**src/rtl/rtccc_pkg.sv**
```systemverilog
package rtccc_pkg;
  localparam int RTCCC_IDX_CALENDAR_CONTROL_FIRST = 'h0;
  localparam int RTCCC_IDX_CALENDAR_CONTROL_SECOND = 'h2;
  localparam logic [11:0] RTCCC_ADDR_CALENDAR_CONTROL_FIRST = 12'(RTCCC_IDX_CALENDAR_CONTROL_FIRST * 4);
  localparam logic [11:0] RTCCC_ADDR_CALENDAR_CONTROL_SECOND = 12'(RTCCC_IDX_CALENDAR_CONTROL_SECOND * 4);
  localparam logic [11:0] RTCCC_ADDR_SYNC_BUSY_FLAGS = 12'h00C;
  localparam logic [11:0] RTCCC_ADDR_INTFLAG = 12'h010;
  localparam logic [11:0] RTCCC_ADDR_DEBUG = 12'h014;
  localparam logic [11:0] RTCCC_ADDR_COUNT = 12'h018;
  localparam logic [11:0] RTCCC_ADDR_TSTAMP = 12'h01C;
  localparam logic [11:0] RTCCC_ADDR_GP = 12'h020;
  localparam logic [11:0] RTCCC_ADDR_BACKUP = 12'h080;
  // Control word one fields.
  localparam int RTCCC_A_SRST = 0;
  localparam int RTCCC_A_EN = 1;
  localparam int RTCCC_A_MODE = 2;
  localparam int RTCCC_A_HOUR = 6;
  localparam int RTCCC_A_MCLR = 7;
  localparam int RTCCC_A_PRESC = 8;
  localparam int RTCCC_A_BKRST = 13;
  localparam int RTCCC_A_GPRST = 14;
  // Control word two fields.
  localparam int RTCCC_B_GP0 = 0;
  localparam int RTCCC_B_VOTE = 4;
  localparam int RTCCC_B_ASYNC = 5;
  localparam int RTCCC_B_OUTEN = 6;
  localparam int RTCCC_B_DMA = 7;
  localparam int RTCCC_B_DEBOUNCE_DIVIDER = 8;
  localparam int RTCCC_B_ACTIVE_LAYER_DIVIDER = 12;
  localparam logic [15:0] RTCCC_CALENDAR_CONTROL_SECOND_MASK = 16'h77F3;
  localparam logic [15:0] RTCCC_RESET16 = 16'h0000;
  localparam logic [3:0] RTCCC_PRESC_OFF = 4'h0;
  localparam logic [3:0] RTCCC_PRESC_MAX = 4'hB;
  localparam logic [3:0] RTCCC_PRESC_SHIFT_OFS = 4'h1;
  localparam logic [3:0] RTCCC_DIV_STEP = 4'h1;
  localparam int RTCCC_SYNC_TIME_NS = 30;
  localparam int RTCCC_CLK_NS = 10;
  localparam int RTCCC_SYNC_CYCLES =
    (RTCCC_SYNC_TIME_NS + RTCCC_CLK_NS - 1) / RTCCC_CLK_NS;
  typedef enum logic [1:0] {
    RTCCC_MODE_WIDE = 2'h0,
    RTCCC_MODE_HALF = 2'h1,
    RTCCC_MODE_CAL = 2'h2,
    RTCCC_MODE_RSVD = 2'h3
  } rtccc_mode_type;

  function automatic logic rtccc_tick_at(input logic [10:0] cnt,
                                         input logic [3:0] shift);
    logic [10:0] mask;
    mask = 11'((12'h001 << shift) - 12'h001);
    return (cnt & mask) == mask;
  endfunction
endpackage

```
**src/rtl/rtccc_deb_if.sv**
```systemverilog
`timescale 1ns/1ps
`default_nettype none
interface rtccc_deb_if;
  logic tick;
  logic async_sel;
  logic vote_sel;
  logic raw;
  logic level;
  modport ctl (output tick, output async_sel, output vote_sel, output raw,
               input level);
  modport deb (input tick, input async_sel, input vote_sel, input raw,
               output level);
endinterface
`default_nettype wire

```
**src/rtl/rtccc_divider.sv**
```systemverilog
`timescale 1ns/1ps
`default_nettype none
module rtccc_divider
  import rtccc_pkg::*;
(
  input wire logic pclk, // Clock.
  input wire logic presetn, // Async reset, active low.
  input wire logic run, // Counting allowed.
  input wire logic [3:0] shift, // Division is two to this power.
  output logic tick, // One-cycle pulse per divided period.
  output logic [10:0] count // Free-running stage count.
);
  logic [10:0] cnt_reg;

  always_ff @(posedge pclk or negedge presetn) begin
    if (!presetn) begin
      cnt_reg <= 11'h000;
    end else if (!run) begin
      cnt_reg <= 11'h000;
    end else begin
      cnt_reg <= cnt_reg + 11'h001;
    end
  end

  assign tick = run && rtccc_tick_at(cnt_reg, shift);
  assign count = cnt_reg;
endmodule
`default_nettype wire

```
**src/rtl/rtccc_debounce.sv**
```systemverilog
`timescale 1ns/1ps
`default_nettype none
module rtccc_debounce (
  input wire logic pclk, // Clock.
  input wire logic presetn, // Async reset, active low.
  input wire logic clear, // Soft reset of the sample history.
  rtccc_deb_if.deb bus // Debounce controls and result.
);
  logic [2:0] hist_reg;
  logic level_reg;
  logic sample;
  logic all_high, all_low, most_high;

  assign sample = bus.async_sel || bus.tick;
  assign all_high = &hist_reg;
  assign all_low = ~|hist_reg;
  assign most_high = (hist_reg[0] & hist_reg[1]) | (hist_reg[1] & hist_reg[2])
                   | (hist_reg[0] & hist_reg[2]);

  always_ff @(posedge pclk or negedge presetn) begin
    if (!presetn) begin
      hist_reg <= 3'h0;
    end else if (clear) begin
      hist_reg <= 3'h0;
    end else if (sample) begin
      hist_reg <= {hist_reg[1:0], bus.raw};
    end
  end

  always_ff @(posedge pclk or negedge presetn) begin
    if (!presetn) begin
      level_reg <= 1'b0;
    end else if (clear) begin
      level_reg <= 1'b0;
    end else if (bus.vote_sel) begin
      level_reg <= most_high;
    end else if (all_high || all_low) begin
      level_reg <= all_high;
    end
  end

  assign bus.level = level_reg;
endmodule
`default_nettype wire

```
**src/rtl/rtccc_top.sv**
```systemverilog
// Implementation choice: register access over APB.
`timescale 1ns/1ps
`default_nettype none
module rtccc_top
  import rtccc_pkg::*;
#(
  parameter int NGP = 2,
  parameter int NBK = 8
) (
  input wire logic pclk, // APB clock, also the source clock.
  input wire logic presetn, // Async reset, active low.
  input wire logic psel, // APB select.
  input wire logic penable, // APB enable.
  input wire logic pwrite, // APB direction.
  input wire logic [11:0] paddr, // APB byte address.
  input wire logic [31:0] pwdata, // APB write data.
  output logic [31:0] prdata, // APB read data.
  output logic pready, // APB ready.
  output logic pslverr, // APB error on unmapped address.
  input wire logic tamper_in, // Tamper input pin.
  output logic tamper_event, // Pulse on accepted tamper.
  output logic dma_req, // Timestamp DMA request pulse.
  output logic [7:0] periodic_event, // Periodic interval pulses.
  output logic active_out, // Active-layer clock output.
  output logic active_oe, // Active-layer output enable.
  output logic hour_format_select, // Hour format in force.
  output logic enabled // Peripheral enabled after sync.
);
  logic [15:0] calendar_control_first_reg, calendar_control_second_reg;
  logic debug_reg;
  logic enabled_reg, busy_en_reg, busy_srst_reg;
  logic [3:0] sync_cnt_reg;
  logic flag_reg;
  logic [31:0] count_reg, tstamp_reg;
  logic [31:0] gp_reg [NGP];
  logic [31:0] bk_reg [NBK];
  logic [31:0] prdata_reg;
  logic pready_reg, pslverr_reg;
  logic tamper_ev_reg, dma_reg, out_reg, oe_reg, hour_reg;
  logic [7:0] per_reg;
  logic deb_prev_reg;

  logic setup, acc, wr, rd, sync_done, sw_clear, locked, tamper;
  logic cnt_tick, deb_tick, act_tick, match, ts_read;
  logic [3:0] presc_shift, deb_shift, act_shift;
  logic [10:0] pre_count;
  logic [31:0] count_next;
  rtccc_mode_type mode;
  rtccc_deb_if dbi ();

  function automatic logic hit(input logic [11:0] a);
    hit = (a == RTCCC_ADDR_CALENDAR_CONTROL_FIRST) || (a == RTCCC_ADDR_CALENDAR_CONTROL_SECOND) ||
          (a == RTCCC_ADDR_SYNC_BUSY_FLAGS) || (a == RTCCC_ADDR_INTFLAG) ||
          (a == RTCCC_ADDR_DEBUG) || (a == RTCCC_ADDR_COUNT) ||
          (a == RTCCC_ADDR_TSTAMP) ||
          ((a >= RTCCC_ADDR_GP) && (a < RTCCC_ADDR_GP + 12'(NGP * 4))) ||
          ((a >= RTCCC_ADDR_BACKUP) &&
           (a < RTCCC_ADDR_BACKUP + 12'(NBK * 4)));
  endfunction

  // APB handshake: one access cycle, answer registered at the setup edge.
  assign setup = psel && !penable && !pready_reg;
  assign acc = psel && penable && pready_reg && !pslverr_reg;
  assign wr = acc && pwrite && !busy_srst_reg;
  assign rd = acc && !pwrite;
  assign mode = rtccc_mode_type'(calendar_control_first_reg[RTCCC_A_MODE +: 2]);
  assign locked = calendar_control_first_reg[RTCCC_A_EN] || enabled_reg;
  assign sync_done = (sync_cnt_reg == 4'h0);
  assign sw_clear = busy_srst_reg && sync_done;
  assign ts_read = rd && (paddr == RTCCC_ADDR_TSTAMP);

  always_ff @(posedge pclk or negedge presetn) begin
    if (!presetn) begin
      pready_reg <= 1'b0;
      pslverr_reg <= 1'b0;
    end else begin
      pready_reg <= setup;
      pslverr_reg <= setup && !hit(paddr);
    end
  end

  always_ff @(posedge pclk or negedge presetn) begin
    if (!presetn) begin
      prdata_reg <= 32'h0000_0000;
    end else if (setup && !pwrite) begin
      prdata_reg <= 32'h0000_0000;
      if (paddr == RTCCC_ADDR_CALENDAR_CONTROL_FIRST) begin
        prdata_reg[15:0] <= calendar_control_first_reg;
      end else if (paddr == RTCCC_ADDR_CALENDAR_CONTROL_SECOND) begin
        prdata_reg[15:0] <= calendar_control_second_reg;
      end else if (paddr == RTCCC_ADDR_SYNC_BUSY_FLAGS) begin
        prdata_reg[1:0] <= {busy_en_reg, busy_srst_reg};
      end else if (paddr == RTCCC_ADDR_INTFLAG) begin
        prdata_reg[0] <= flag_reg;
      end else if (paddr == RTCCC_ADDR_DEBUG) begin
        prdata_reg[0] <= debug_reg;
      end else if (paddr == RTCCC_ADDR_COUNT) begin
        prdata_reg <= count_reg;
      end else if (paddr == RTCCC_ADDR_TSTAMP) begin
        prdata_reg <= tstamp_reg;
      end else if (paddr >= RTCCC_ADDR_BACKUP) begin
        prdata_reg <= bk_reg[3'(paddr[11:2] - RTCCC_ADDR_BACKUP[11:2])];
      end else begin
        prdata_reg <= gp_reg[1'(paddr[11:2] - RTCCC_ADDR_GP[11:2])];
      end
    end else begin
      prdata_reg <= 32'h0000_0000;
    end
  end

  // Enable and soft reset share one synchronisation counter.
  always_ff @(posedge pclk or negedge presetn) begin
    if (!presetn) begin
      sync_cnt_reg <= 4'h0;
      busy_en_reg <= 1'b0;
      busy_srst_reg <= 1'b0;
      enabled_reg <= 1'b0;
    end else if (sw_clear) begin
      busy_en_reg <= 1'b0;
      busy_srst_reg <= 1'b0;
      enabled_reg <= 1'b0;
    end else if (wr && paddr == RTCCC_ADDR_CALENDAR_CONTROL_FIRST) begin
      sync_cnt_reg <= 4'(RTCCC_SYNC_CYCLES - 1);
      if (pwdata[RTCCC_A_SRST]) begin
        busy_srst_reg <= 1'b1;
      end else begin
        busy_en_reg <= 1'b1;
      end
    end else if (!sync_done) begin
      sync_cnt_reg <= sync_cnt_reg - 4'h1;
    end else if (busy_en_reg) begin
      busy_en_reg <= 1'b0;
      enabled_reg <= calendar_control_first_reg[RTCCC_A_EN];
    end
  end

  always_ff @(posedge pclk or negedge presetn) begin
    if (!presetn) begin
      calendar_control_first_reg <= RTCCC_RESET16;
    end else if (sw_clear) begin
      calendar_control_first_reg <= RTCCC_RESET16;
    end else if (wr && paddr == RTCCC_ADDR_CALENDAR_CONTROL_FIRST) begin
      if (pwdata[RTCCC_A_SRST]) begin
        calendar_control_first_reg[RTCCC_A_SRST] <= 1'b1;
      end else begin
        calendar_control_first_reg[RTCCC_A_EN] <= pwdata[RTCCC_A_EN];
        calendar_control_first_reg[RTCCC_A_MODE +: 2] <= pwdata[RTCCC_A_MODE +: 2];
        calendar_control_first_reg[RTCCC_A_PRESC +: 4] <= pwdata[RTCCC_A_PRESC +: 4];
        if (!locked) begin
          calendar_control_first_reg[RTCCC_A_HOUR] <= pwdata[RTCCC_A_HOUR];
          calendar_control_first_reg[RTCCC_A_MCLR] <= pwdata[RTCCC_A_MCLR];
          calendar_control_first_reg[RTCCC_A_BKRST] <= pwdata[RTCCC_A_BKRST];
          calendar_control_first_reg[RTCCC_A_GPRST] <= pwdata[RTCCC_A_GPRST];
        end
      end
    end
  end

  always_ff @(posedge pclk or negedge presetn) begin
    if (!presetn) begin
      calendar_control_second_reg <= RTCCC_RESET16;
    end else if (sw_clear) begin
      calendar_control_second_reg <= RTCCC_RESET16;
    end else if (wr && paddr == RTCCC_ADDR_CALENDAR_CONTROL_SECOND && !locked) begin
      calendar_control_second_reg <= pwdata[15:0] & RTCCC_CALENDAR_CONTROL_SECOND_MASK;
    end
  end

  always_ff @(posedge pclk or negedge presetn) begin
    if (!presetn) begin
      debug_reg <= 1'b0;
    end else if (wr && paddr == RTCCC_ADDR_DEBUG) begin
      debug_reg <= pwdata[0];
    end
  end

  // Clock dividers for count, debounce and active-layer clocks.
  always_comb begin
    if (calendar_control_first_reg[RTCCC_A_PRESC +: 4] > RTCCC_PRESC_MAX) begin
      presc_shift = RTCCC_PRESC_MAX - RTCCC_PRESC_SHIFT_OFS;
    end else if (calendar_control_first_reg[RTCCC_A_PRESC +: 4] == RTCCC_PRESC_OFF) begin
      presc_shift = 4'h0;
    end else begin
      presc_shift = calendar_control_first_reg[RTCCC_A_PRESC +: 4] - RTCCC_PRESC_SHIFT_OFS;
    end
  end
  assign deb_shift = {1'b0, calendar_control_second_reg[RTCCC_B_DEBOUNCE_DIVIDER +: 3]}
                     + RTCCC_DIV_STEP;
  assign act_shift = {1'b0, calendar_control_second_reg[RTCCC_B_ACTIVE_LAYER_DIVIDER +: 3]};

  rtccc_divider u_cnt_div (
    .pclk(pclk),
    .presetn(presetn),
    .run(enabled_reg),
    .shift(presc_shift),
    .tick(cnt_tick),
    .count(pre_count)
  );
  rtccc_divider u_deb_div (
    .pclk(pclk),
    .presetn(presetn),
    .run(1'b1),
    .shift(deb_shift),
    .tick(deb_tick),
    .count()
  );
  rtccc_divider u_act_div (
    .pclk(pclk),
    .presetn(presetn),
    .run(1'b1),
    .shift(act_shift),
    .tick(act_tick),
    .count()
  );

  // Periodic interval n fires when the prescaler stage n+1 rolls over.
  always_ff @(posedge pclk or negedge presetn) begin
    if (!presetn) begin
      per_reg <= 8'h00;
    end else begin
      for (int n = 0; n < 8; n++) begin
        per_reg[n] <= enabled_reg && !sw_clear &&
          calendar_control_first_reg[RTCCC_A_PRESC +: 4] != RTCCC_PRESC_OFF &&
          rtccc_tick_at(pre_count, 4'(n + 1));
      end
    end
  end

  assign match = !calendar_control_second_reg[RTCCC_B_GP0] && (count_reg == gp_reg[0]);
  always_comb begin
    count_next = count_reg + 32'h0000_0001;
    if (mode == RTCCC_MODE_HALF) begin
      count_next[31:16] = 16'h0000;
    end
    if (match && calendar_control_first_reg[RTCCC_A_MCLR] &&
        (mode == RTCCC_MODE_WIDE || mode == RTCCC_MODE_CAL)) begin
      count_next = 32'h0000_0000;
    end
  end

  always_ff @(posedge pclk or negedge presetn) begin
    if (!presetn) begin
      count_reg <= 32'h0000_0000;
    end else if (sw_clear) begin
      count_reg <= 32'h0000_0000;
    end else if (wr && paddr == RTCCC_ADDR_COUNT) begin
      count_reg <= pwdata;
    end else if (cnt_tick && mode != RTCCC_MODE_RSVD) begin
      count_reg <= count_next;
    end
  end

  // Tamper input path.
  assign dbi.tick = deb_tick;
  assign dbi.async_sel = calendar_control_second_reg[RTCCC_B_ASYNC];
  assign dbi.vote_sel = calendar_control_second_reg[RTCCC_B_VOTE];
  assign dbi.raw = tamper_in;
  rtccc_debounce u_deb (
    .pclk(pclk),
    .presetn(presetn),
    .clear(sw_clear),
    .bus(dbi)
  );

  always_ff @(posedge pclk or negedge presetn) begin
    if (!presetn) begin
      deb_prev_reg <= 1'b0;
    end else begin
      deb_prev_reg <= dbi.level;
    end
  end
  assign tamper = enabled_reg && dbi.level && !deb_prev_reg;

  always_ff @(posedge pclk or negedge presetn) begin
    if (!presetn) begin
      tstamp_reg <= 32'h0000_0000;
      flag_reg <= 1'b0;
    end else if (sw_clear) begin
      tstamp_reg <= 32'h0000_0000;
      flag_reg <= 1'b0;
    end else if (tamper) begin
      tstamp_reg <= count_reg;
      flag_reg <= 1'b1;
    end else if (ts_read && calendar_control_second_reg[RTCCC_B_DMA]) begin
      flag_reg <= 1'b0;
    end else if (wr && paddr == RTCCC_ADDR_INTFLAG && pwdata[0]) begin
      flag_reg <= 1'b0;
    end
  end

  // General-purpose words; word zero doubles as the compare value.
  generate
    for (genvar i = 0; i < NGP; i++) begin : g_gp
      always_ff @(posedge pclk or negedge presetn) begin
        if (!presetn) begin
          gp_reg[i] <= 32'h0000_0000;
        end else if (sw_clear) begin
          gp_reg[i] <= 32'h0000_0000;
        end else if (tamper && calendar_control_first_reg[RTCCC_A_GPRST] &&
                     calendar_control_second_reg[RTCCC_B_GP0 + i]) begin
          gp_reg[i] <= 32'h0000_0000;
        end else if (wr && paddr == RTCCC_ADDR_GP + 12'(i * 4)) begin
          gp_reg[i] <= pwdata;
        end
      end
    end
    for (genvar k = 0; k < NBK; k++) begin : g_bk
      always_ff @(posedge pclk or negedge presetn) begin
        if (!presetn) begin
          bk_reg[k] <= 32'h0000_0000;
        end else if (sw_clear) begin
          bk_reg[k] <= 32'h0000_0000;
        end else if (tamper && calendar_control_first_reg[RTCCC_A_BKRST]) begin
          bk_reg[k] <= 32'h0000_0000;
        end else if (wr && paddr == RTCCC_ADDR_BACKUP + 12'(k * 4)) begin
          bk_reg[k] <= pwdata;
        end
      end
    end
  endgenerate

  always_ff @(posedge pclk or negedge presetn) begin
    if (!presetn) begin
      tamper_ev_reg <= 1'b0;
      dma_reg <= 1'b0;
    end else begin
      tamper_ev_reg <= tamper;
      dma_reg <= tamper && calendar_control_second_reg[RTCCC_B_DMA];
    end
  end

  always_ff @(posedge pclk or negedge presetn) begin
    if (!presetn) begin
      out_reg <= 1'b0;
      oe_reg <= 1'b0;
    end else if (!calendar_control_second_reg[RTCCC_B_OUTEN] || !enabled_reg) begin
      out_reg <= 1'b0;
      oe_reg <= 1'b0;
    end else begin
      oe_reg <= 1'b1;
      if (act_tick) begin
        out_reg <= !out_reg;
      end
    end
  end

  always_ff @(posedge pclk or negedge presetn) begin
    if (!presetn) begin
      hour_reg <= 1'b0;
    end else begin
      hour_reg <= calendar_control_first_reg[RTCCC_A_HOUR] && mode == RTCCC_MODE_CAL;
    end
  end

  assign prdata = prdata_reg;
  assign pready = pready_reg;
  assign pslverr = pslverr_reg;
  assign tamper_event = tamper_ev_reg;
  assign dma_req = dma_reg;
  assign periodic_event = per_reg;
  assign active_out = out_reg;
  assign active_oe = oe_reg;
  assign hour_format_select = hour_reg;
  assign enabled = enabled_reg;
endmodule
`default_nettype wire

```
**config.mk**
```make
export PLATFORM = sky130hd
export DESIGN_NAME = rtccc_top
export DESIGN_NICKNAME = d
export VERILOG_FILES = /design/src/rtl/rtccc_pkg.sv /design/src/rtl/rtccc_deb_if.sv /design/src/rtl/rtccc_divider.sv /design/src/rtl/rtccc_debounce.sv /design/src/rtl/rtccc_top.sv
export SDC_FILE = /design/constraint.sdc
export NUM_CORES = 1
export LEC_CHECK = 0
export CAP_MARGIN = 20
export CORE_UTILIZATION = 35
export CTS_BUF_LIST = sky130_fd_sc_hd__clkbuf_4
export CTS_CLUSTER_SIZE = 12
export DETAILED_ROUTE_END_ITERATION = 10
export DONT_BUFFER_PORTS = 1
export GPL_TIMING_DRIVEN = 1
export PLACE_DENSITY_LB_ADDON = 0.05
export SYNTH_ARGS = -nofsm -noshare
export SYNTH_HDL_FRONTEND = slang
export SYNTH_HIERARCHICAL = 1
export SYNTH_SLANG_ARGS = --single-unit
```
**constraint.sdc**
```tcl
create_clock -name pclk -period 5.5 [get_ports pclk]
set_input_delay 1.1 -clock pclk [delete_from_list [all_inputs] [get_ports pclk]]
set_output_delay 1.1 -clock pclk [all_outputs]
set_load 0.005 [all_outputs]
```
== After elaboration in Yosys (flattened, before gate mapping) ==
Cells that the tools add are included.

* Register bits after elaboration: 506
* Word-level logic and storage cells: 320

* Shifts and indexed selects: 3
* Equal/unequal tests: 35
* Bitwise operators: 11
* Magnitude comparators: 7
* Reduce and logical (&&, ||, !) cells: 117
* Add/subtract/negate cells: 12
* Muxes and demuxes: 98

{| class="wikitable"
|+ Operators by type and width
! operator !! number
|-
| 2-to-1 mux 32 bit || 45
|-
| 2-to-1 mux 16 bit || 7
|-
| binary-select mux 32 bit (select 3 bit) || 1
|-
| == test 12 x 8 -> 1 bit (second input constant) || 8
|-
| 2-to-1 mux 31 bit || 2
|-
| logical AND 1 bit || 55
|-
| == test 12 x 5 -> 1 bit (second input constant) || 4
|-
| nonzero test 3 bit || 13
|-
| adder 11 x 1 -> 11 bit (second input constant) || 3
|-
| AND 11 bit || 3
|-
| == test 11 bit || 3
|-
| subtractor 11 x 1 -> 11 bit (second input constant) || 3
|-
| adder 32 x 1 -> 32 bit (second input constant) || 1
|-
| == test 32 bit || 1
|-
| 2-to-1 mux 30 bit || 1
|-
| == test 12 x 4 -> 1 bit (second input constant) || 2
|-
| == test 12 x 6 -> 1 bit (second input constant) || 2
|-
| 2-to-1 mux 4 bit || 6
|-
| 2-to-1 mux 1 bit || 23
|-
| left shift 1 x 4 -> 11 bit (first input constant) || 2
|-
| 2-to-1 mux 6 bit || 3
|-
| nonzero test 2 bit || 8
|-
| zero test 1 bit || 14
|-
| logical OR 1 bit || 13
|-
| other kinds (38) || 60
|}

== Longest topological paths before layout ==
Gate-level depths: netlist (run 1).

* Word-level depth: 14
* Depth in mapped cells: 19

== By module ==
The synthesis (run 1) kept the hierarchy.

{| class="wikitable"
|+ Modules (own cells, without submodules)
! module !! area each (um2) !! seq. area each (um2) !! instances !! cells an instance
|-
| rtccc_top || 22871.9 || 11611.1 || 1 || 2542
|-
| rtccc_divider || 728.2 || 275.3 || 3 || 77
|-
| rtccc_debounce || 183.9 || 100.1 || 1 || 20
|}

== Worst setup path before layout (run 1) ==
No wires, ideal clock.

* Path kind: reg2reg
* Start point: reg calendar_control_first_reg[10]
* End point: reg count_reg[17]
* Data arrival time: 3.773 ns
* Buffers on the path: 2
* Data required time: 5.413 ns
* Cell stages (with the launch flop): 18
* Path slack: 1.640 ns
* Path through: dfrtp_1 -> clkbuf_1 -> o21ai_0 -> o21ai_0 -> nor2_1 -> nand3b_1 -> ha_1 -> o41ai_1 -> and3b_1 -> a2111oi_2 -> and4bb_1 -> nand2_1 -> nor2_1 -> nand2_4 -> or2_1 -> buf_4 -> or4_1 -> o211ai_1

* Cells in the longest elaborated chain, start to end: 10

{| class="wikitable"
|+ RTL lines
! item !! RTL line !! source
|-
| start: declaration || rtccc_top.sv:29 || <nowiki>logic [15:0] calendar_control_first_reg, calendar_control_second_reg;</nowiki>
|-
| start signal: indexed assignment || rtccc_top.sv:146 || <nowiki>calendar_control_first_reg[RTCCC_A_EN] <= pwdata[RTCCC_A_EN];</nowiki>
|-
| start signal: indexed assignment || rtccc_top.sv:147 || <nowiki>calendar_control_first_reg[RTCCC_A_MODE +: 2] <= pwdata[RTCCC_A_MODE +: 2];</nowiki>
|-
| start signal: indexed assignment || rtccc_top.sv:148 || <nowiki>calendar_control_first_reg[RTCCC_A_PRESC +: 4] <= pwdata[RTCCC_A_PRESC +: 4];</nowiki>
|-
| subtractor 4 x 1 -> 4 bit / zero test 4 bit (equally long branches) || rtccc_top.sv:184, rtccc_top.sv:181 ||
|-
| 2-to-1 mux 4 bit || rtccc_top.sv:181 || <nowiki>end else if (calendar_control_first_reg[RTCCC_A_PRESC +: 4] == RTCCC_PRESC_OFF) begin</nowiki>
|-
| 2-to-1 mux 4 bit * || rtccc_top.sv:179 || <nowiki>if (calendar_control_first_reg[RTCCC_A_PRESC +: 4] > RTCCC_PRESC_MAX) begin</nowiki>
|-
| named net presc_shift[2] || rtccc_top.sv:45 || <nowiki>logic [3:0] presc_shift, deb_shift, act_shift;</nowiki>
|-
| left shift 1 x 4 -> 11 bit * || rtccc_pkg.sv:50 || <nowiki>mask = 11'((12'h001 << shift) - 12'h001);</nowiki>
|-
| subtractor 11 x 1 -> 11 bit * || rtccc_pkg.sv:50 ||
|-
| AND 11 bit || rtccc_pkg.sv:51 || <nowiki>return (cnt & mask) == mask;</nowiki>
|-
| == test 11 bit * || rtccc_pkg.sv:51 ||
|-
| logical AND 1 bit * || rtccc_divider.sv:25 || <nowiki>assign tick = run && rtccc_tick_at(cnt_reg, shift);</nowiki>
|-
| named net cnt_tick || rtccc_top.sv:44 || <nowiki>logic cnt_tick, deb_tick, act_tick, match, ts_read;</nowiki>
|-
| logical AND 1 bit * || rtccc_top.sv:248 || <nowiki>end else if (cnt_tick && mode != RTCCC_MODE_RSVD) begin</nowiki>
|-
| nonzero test 3 bit (no line) * || n/a ||
|-
| end signal: assignment || rtccc_top.sv:247 || <nowiki>count_reg <= pwdata;</nowiki>
|-
| end signal: assignment || rtccc_top.sv:249 || <nowiki>count_reg <= count_next;</nowiki>
|-
| end: declaration || rtccc_top.sv:34 || <nowiki>logic [31:0] count_reg, tstamp_reg;</nowiki>
|}

Mark *: on every way through the listed nets, which the timed path passes. The rest lies on a longest branch.
A chain may end at the register's enable or synchronous reset.

== Worst setup path in the final report (run 1) ==
* Start point: reg calendar_control_first_reg[9]
* End point: reg count_reg[16]

Same word-level chain as after synthesis.

==> key figures, run 1 <==
Global routing
  – Total gr overflow: 0
  – Vias in the first global route: 21,218
  – Tot GR Track Use: 24.81%
  – Largest net degree at the start of global routing: 502
  – First-pass GRT wire length: 136,700 um
  – Initial antenna violation count: 2

Pwr
  – Leakage: 11.80 nW
  – Maximum VDD drop: 0.0001238 V
  – Pwr/cell area: 269.7 mW/mm^2

Die
  – Area of the die: 0.07319 sq mm
  – Core area: 0.07136 sq mm
  – IO Pins: 98
  – Num rows: 98
  – DIE HEIGHT: 270.5 um
  – Die width: 270.5 um
  – Initial Util: 35.37%

Logic synthesis
  – Top cells by count, synth: 800 x nand2_1, 501 x dfrtp_1, 416 x a21oi_1, 190 x clkbuf_1, 81 x o21ai_0
  – Synth area leaders: dfrtp_1 50%, nand2_1 12%, a21oi_1 8.2%
  – Yosys warnings: 6
  – Post-Syn Instances: 2,793
  – Synth cell types: 74
  – Mapped cell area: 0.02524 sq mm
  – Share of synthesized registers carrying an async set or reset: 100.0%
  – Count leader, synth: nand2_1
  – Post-synth EDFFs: 0
  – Largest area contributor in the netlist: dfrtp_1
  – Yosys top cell area share: 49.67%
  – Syn_area_per_cell: 9.037 sq um
  – Register area share after synthesis: 49.67%
  – #FFs+latches synth: 501
  – Top FF cell, synth: dfrtp_1

Placement
  – Worst slack at placement: 0.9074 ns
  – Hpwl dp: 53,150 um
  – Placed cells: 3,549
  – Port Buf Inserts: 0
  – GP Congestion: 0.8796

Timing
  – Time the worst path needs with I/O delays and setup: 4.633 ns
  – Worst Skew: 0.06260 ns
  – Worst relative slew slack: -86.86%
  – Hold_ws: -0.1600 ns
  – RSZ-0062 raised after global routing: false
  – Setup TNS Final: 0 ns
  – Worst Setup Slack, final: 0.8671 ns
  – Worst-Margin Slew: 2.803 ns
  – Fmax: 0.2158 GHz
  – Crit share post-route: 84.24%
  – Final setup violation count: 0
  – Final Hold Viols: 105
  – Slew Limit Fails: 333

Worst setup path
  – Startpoint types: flip-flop
  – Crit path buf inv count: 0
  – Largest stage delay on the critical path: 0.74 ns
  – Critical path's slowest cell: o21ai_0
  – Crit path max-delay family: simple AND/OR/NAND/NOR gates
  – CP Capture Type: flip-flop
  – Crit path arrival time: 5.51 ns
  – Worst Path Required: 6.38 ns
  – Crit-path max FO: 18
  – Critical path type: flip-flop to flip-flop
  – Critical-path cell list: o21ai_0 > o21ai_0 > nor2_1 > nand3b_1 > ha_1 > o41ai_1 > and3b_1 > a2111oi_2 > and4bb_1 > nand2_1 > nor2_1 > nand2_4 > or2_1 > or4_1 > o211ai_1

Drt
  – Antenna-violating nets left: 0
  – Drt initial violations: 1,763
  – Wire per inst: 23.68 um
  – Vias per cell: 5.511
  – Detailed Routing Iterations Pass 1: 6
  – Vias: 20,847
  – Drt drc: 0
  – DRT Wirelength: 89,580 um

Run status
  – Status: finished with violations
  – Failing checks: negative hold slack, max-slew violations

Clock tree
  – Setup Buffers After CTS: 0
  – PostCTS Resize Cnt: 0
  – Number of buffers created by CTS: 151
  – Clock slew seen by the registers of the worst setup and hold paths: 0.06 ns
  – Skew-Pair Late Insertion Delay: 0.97 ns
  – CTS root buffer: clkbuf_4
  – CTS tree: built
  – Clk buf depth: 3
  – H-Tree Depth: 4
  – Clock Sinks: 501

Layout
  – Share of cells above drive strength 1: 13.35%
  – Fin cells: 3,783
  – Nets: 2,813
  – Max reg flops: 256
  – Layout area overhead: 9.800%

Worst hold path
  – HP Class: primary input to async pin

Job
  – Max-cap violation count: 0
-- layer usage --
metal / global-route usage (%) / wire (um) / vias up
li1: - / - / 9549
met1: 35.28 / 41430 / 10487
met2: 37.30 / 40010 / 697
met3: 5.725 / 6237 / 114
met4: 7.687 / 1913 / 0
met5: 0 / 0 / -
-- power breakdown --
group	switching (mW)	leakage [nW]	total, mW	internal [mW]
clock network	1.65	1.06	3.57	1.92
registers	0.0256	6.97	3.74	3.72
logic	0.0804	3.76	0.161	0.0807
-- cell usage in the layout, fill, tap and decap left out, types with 8 or more instances in the layout --
cell	instances
or2_2	9
nor2b_1	35
o211ai_1	13
buf_4	39
dfrtp_1	501
and2_1	35
a22oi_1	11
and3_1	8
o221ai_1	9
o22ai_1	8
nor3_1	37
xor2_1	50
inv_1	32
conb_1	8
a31oi_1	11
nand4_1	12
a211oi_1	67
a21oi_1	416
mux4_2	63
nand3_1	46
nor4_1	19
o21ai_0	81
mux2i_1	58
nor2_4	10
nand2_1	799
nor2_1	62
xnor2_1	17
clkbuf_4	212
clkinv_1	9
ha_1	10
or3_1	19
-- layout make-up --
type	instances	area, sq um
fillers	7229	43650
inverters	34	127.6
clock inverters	21	207.7
clock buffers	211	1584
repair buffers	42	340.3
multi-input cells	2023	11730
flip-flops and latches	501	12540
diodes	1	2.502
well taps	950	1189
-- through the flow --
step                utilization, %  cell area [sq um]  power [mW]  hold slack (ns)
finish                       38.84              27710       7.476          -0.1600
global placement             36.31              25910       3.962           0.3892
global route                 38.84              27710       7.817          -0.2474
detailed placement           36.31              25910       3.966           0.3989
floorplan                        -              25260       3.994           0.3739
CTS                          38.82              27700       7.612          -0.3023
-- worst paths after layout --
path | from | to | slack, ns | cells past startpoint
max in group asynchronous | presetn | bk_reg[106] | 3.41 | 0
worst min register to register | u_deb/bus.level | deb_prev_reg | 0.41 | 0
worst min-delay path | presetn | periodic_event[5] | -0.16 | 0
worst max-delay path | calendar_control_first_reg[9] | count_reg[16] | 0.87 | 15
worst max register to register | calendar_control_first_reg[9] | count_reg[16] | 0.87 | 15
min in group pclk | pwdata[17] | bk_reg[177] | 0.25 | 2
-- cell families (layout without fill, tap and decap cells) --
| kind of cell | count (synthesis) | after routing | share of synthesized area [%] |
|---|---|---|---|
| fa+ha+maj | 11 | 11 | 0.5403 |
| simple gates | 1150 | 1150 | 20.03 |
| xor+xnor | 67 | 67 | 2.325 |
| other cells | 2 | 9 | 0.02975 |
| mux | 123 | 123 | 8.011 |
| flops | 501 | 501 | 49.67 |
| compound gates | 664 | 664 | 14.94 |
| buf+inv | 275 | 308 | 4.456 |
No activity file was read; power rests on OpenSTA's default activity.
==> run 2, diff against run 1 <==
- clock period: 5.5 -> 4.4 ns (I/O delays scaled with it)
==> run 2 against run 1 <==
- cell count up 1.6%
- clock-buffer cell count shrank 2
- largest power group unchanged
- first-iteration DRC count is 5.8% higher
- hold slack worse by 0.25 ns
- core utilization up 0.65 points
- wire length grew 1.7%
- highest routed layer is now met5
- the flow still finishes with violations (negative hold slack, max-slew violations)
- power grew 25%
- die area unchanged
- clock power up 23%
- non-clock buffer count grew 43
- design area rose by 1.7%
- via count increased by 2.1%
==> key figures, run 2 (synthesized netlist as in run 1, its figures left out) <==
Run status
  – Status: finished with violations
  – Failing checks: negative hold slack, max-slew violations

Timing
  – Final setup violation count: 0
  – Worst-Margin Slew: 2.392 ns
  – Final Hold Viols: 280
  – Worst Skew: 0.07252 ns
  – Slew Limit Fails: 245
  – Hold_ws: -0.4055 ns
  – Worst relative slew slack: -59.49%
  – Crit share post-route: 92.77%
  – Time the worst path needs with I/O delays and setup: 4.082 ns
  – Fmax: 0.2450 GHz

Drt
  – Wire per inst: 23.71 um
  – Drt drc: 0
  – Vias per cell: 5.534
  – Drt initial violations: 1,865
  – DRT Wirelength: 91,150 um
  – Antenna-violating nets left: 0
  – Detailed Routing Iterations Pass 1: 6
  – Vias: 21,280

Placement
  – Placed cells: 3,557
  – GP Congestion: 0.8814
  – Hpwl dp: 53,740 um
  – Port Buf Inserts: 0

Layout
  – Fin cells: 3,845
  – Most common cell after layout, fill and taps aside: nand2_1
  – Layout area overhead: 11.64%
  – Share of cells above drive strength 1: 13.41%
  – Commonest non-fill, non-tap cells in the layout: 799 x nand2_1, 501 x dfrtp_1, 416 x a21oi_1, 209 x clkbuf_4, 80 x o21ai_0
  – Nets: 2,855
  – Max reg flops: 256
  – Fillers: 7,227

Clock tree
  – Setup Buffers After CTS: 0
  – Clock Sinks: 501
  – CTS tree: built
  – CTS root buffer: clkbuf_4
  – Clock slew seen by the registers of the worst setup and hold paths: 0.06 ns
  – Skew-Pair Late Insertion Delay: 0.99 ns
  – CTS Hold Bufs: 36
  – Clk buf depth: 3
  – H-Tree Depth: 4
  – Number of buffers created by CTS: 150

Die
  – Area of the die: 0.07319 sq mm
  – DIE HEIGHT: 270.5 um
  – Die width: 270.5 um
  – Num rows: 98
  – Initial Util: 35.37%
  – Core area: 0.07136 sq mm
  – IO Pins: 98

Global routing
  – Vias in the first global route: 20,947
  – Tot GR Track Use: 24.92%
  – Largest net degree at the start of global routing: 502
  – Total gr overflow: 0
  – First-pass GRT wire length: 136,300 um
  – Initial antenna violation count: 14

Worst hold path
  – HP Class: primary input to async pin

Worst setup path
  – Startpoint types: flip-flop
  – CP Capture Type: flip-flop
  – Crit path arrival time: 4.94 ns
  – Crit-path max FO: 10
  – Worst Path Required: 5.26 ns
  – Critical path type: flip-flop to flip-flop

Job
  – Max-cap violation count: 0

Pwr
  – Leakage: 11.99 nW
  – Pwr/cell area: 332.9 mW/mm^2
  – Maximum VDD drop: 0.0001457 V
[run 2: worst max-delay path: stages (launching register included)]
cell	delay, ns
dfrtp_1	0.47
nor2_1	0.09
o21ai_0	0.20
nand3_2	0.19
nor3_4	0.22
or2b_1	0.25
ha_1	0.27
or3_1	0.39
a211oi_1	0.29
a2111oi_2	0.09
and4bb_1	0.27
nand2_1	0.18
nor2_2	0.09
nand2_4	0.12
or2_1	0.34
buf_4	0.26
o31ai_1	0.08
o21bai_1	0.15
[run 2: path summary, 6_finish.rpt]
path                                               start                  to  slack (ns)  depth (start not counted)
hold / removal                                   presetn  u_cnt_div/count[6]       -0.41                          0
setup reg to reg           calendar_control_first_reg[9]       count_reg[11]        0.32                         17
max in group asynchronous                        presetn          gp_reg[31]        2.89                          0
setup / recovery           calendar_control_first_reg[9]       count_reg[11]        0.32                         17
min in group pclk                              pwdata[0]            flag_reg        0.14                          3
hold reg to reg                          u_deb/bus.level        deb_prev_reg        0.41                          0
[run 2: layer usage]
metal / vias up / global-route usage, % / share of wire (%)
met1: 10616 / 35.32 / 46
met2: 814 / 36.50 / 43
met4: 12 / 7.954 / 2.4
met5: - / 0 / 0.088
met3: 174 / 7.065 / 8.3
li1: 9664 / - / -
[run 2: repair_timing]
item / 4_1_cts / 5_1_grt
setup endpoints to repair: 10 / 14
endpoints found under the hold margin: 877 / 501
gates resized for setup: 1 / 3
[run 2: layout make-up]
type | count | area, sq um | share of cell area [%]
inverters | 34 | 127.6 | 0.4529
well taps | 950 | 1189 | 4.218
flip-flops and latches | 501 | 12540 | 44.49
clock buffers | 209 | 1569 | 5.568
repair buffers | 85 | 790.8 | 2.806
clock inverters | 33 | 202.7 | 0.7193
diodes | 10 | 25.02 | 0.08881
multi-input cells | 2023 | 11740 | 41.65
[run 2: power breakdown]
part	switching (mW)	internal, mW	total, mW	leakage, nW
clock	2.11	2.28	4.39	1.05
combinational	0.195	0.124	0.318	3.97
sequential	0.0311	4.65	4.68	6.97
total	2.33	7.05	9.38	12.0
[run 2: stage by stage]
step / TNS, ns / setup slack (ns) / power [mW] / cell area, sq um / util, %
detailed placement: -0.3009 / -0.06747 / 4.958 / 26010 / 36.45
global placement: 0 / 0.1365 / 4.951 / 26010 / 36.45
global route: -0.006068 / -0.006068 / 9.821 / 28160 / 39.46
finish: 0 / 0.3183 / 9.382 / 28180 / 39.49
floorplan: 0 / 0.5404 / 4.993 / 25260 / -
CTS: 0 / 0.1387 / 9.532 / 28140 / 39.43
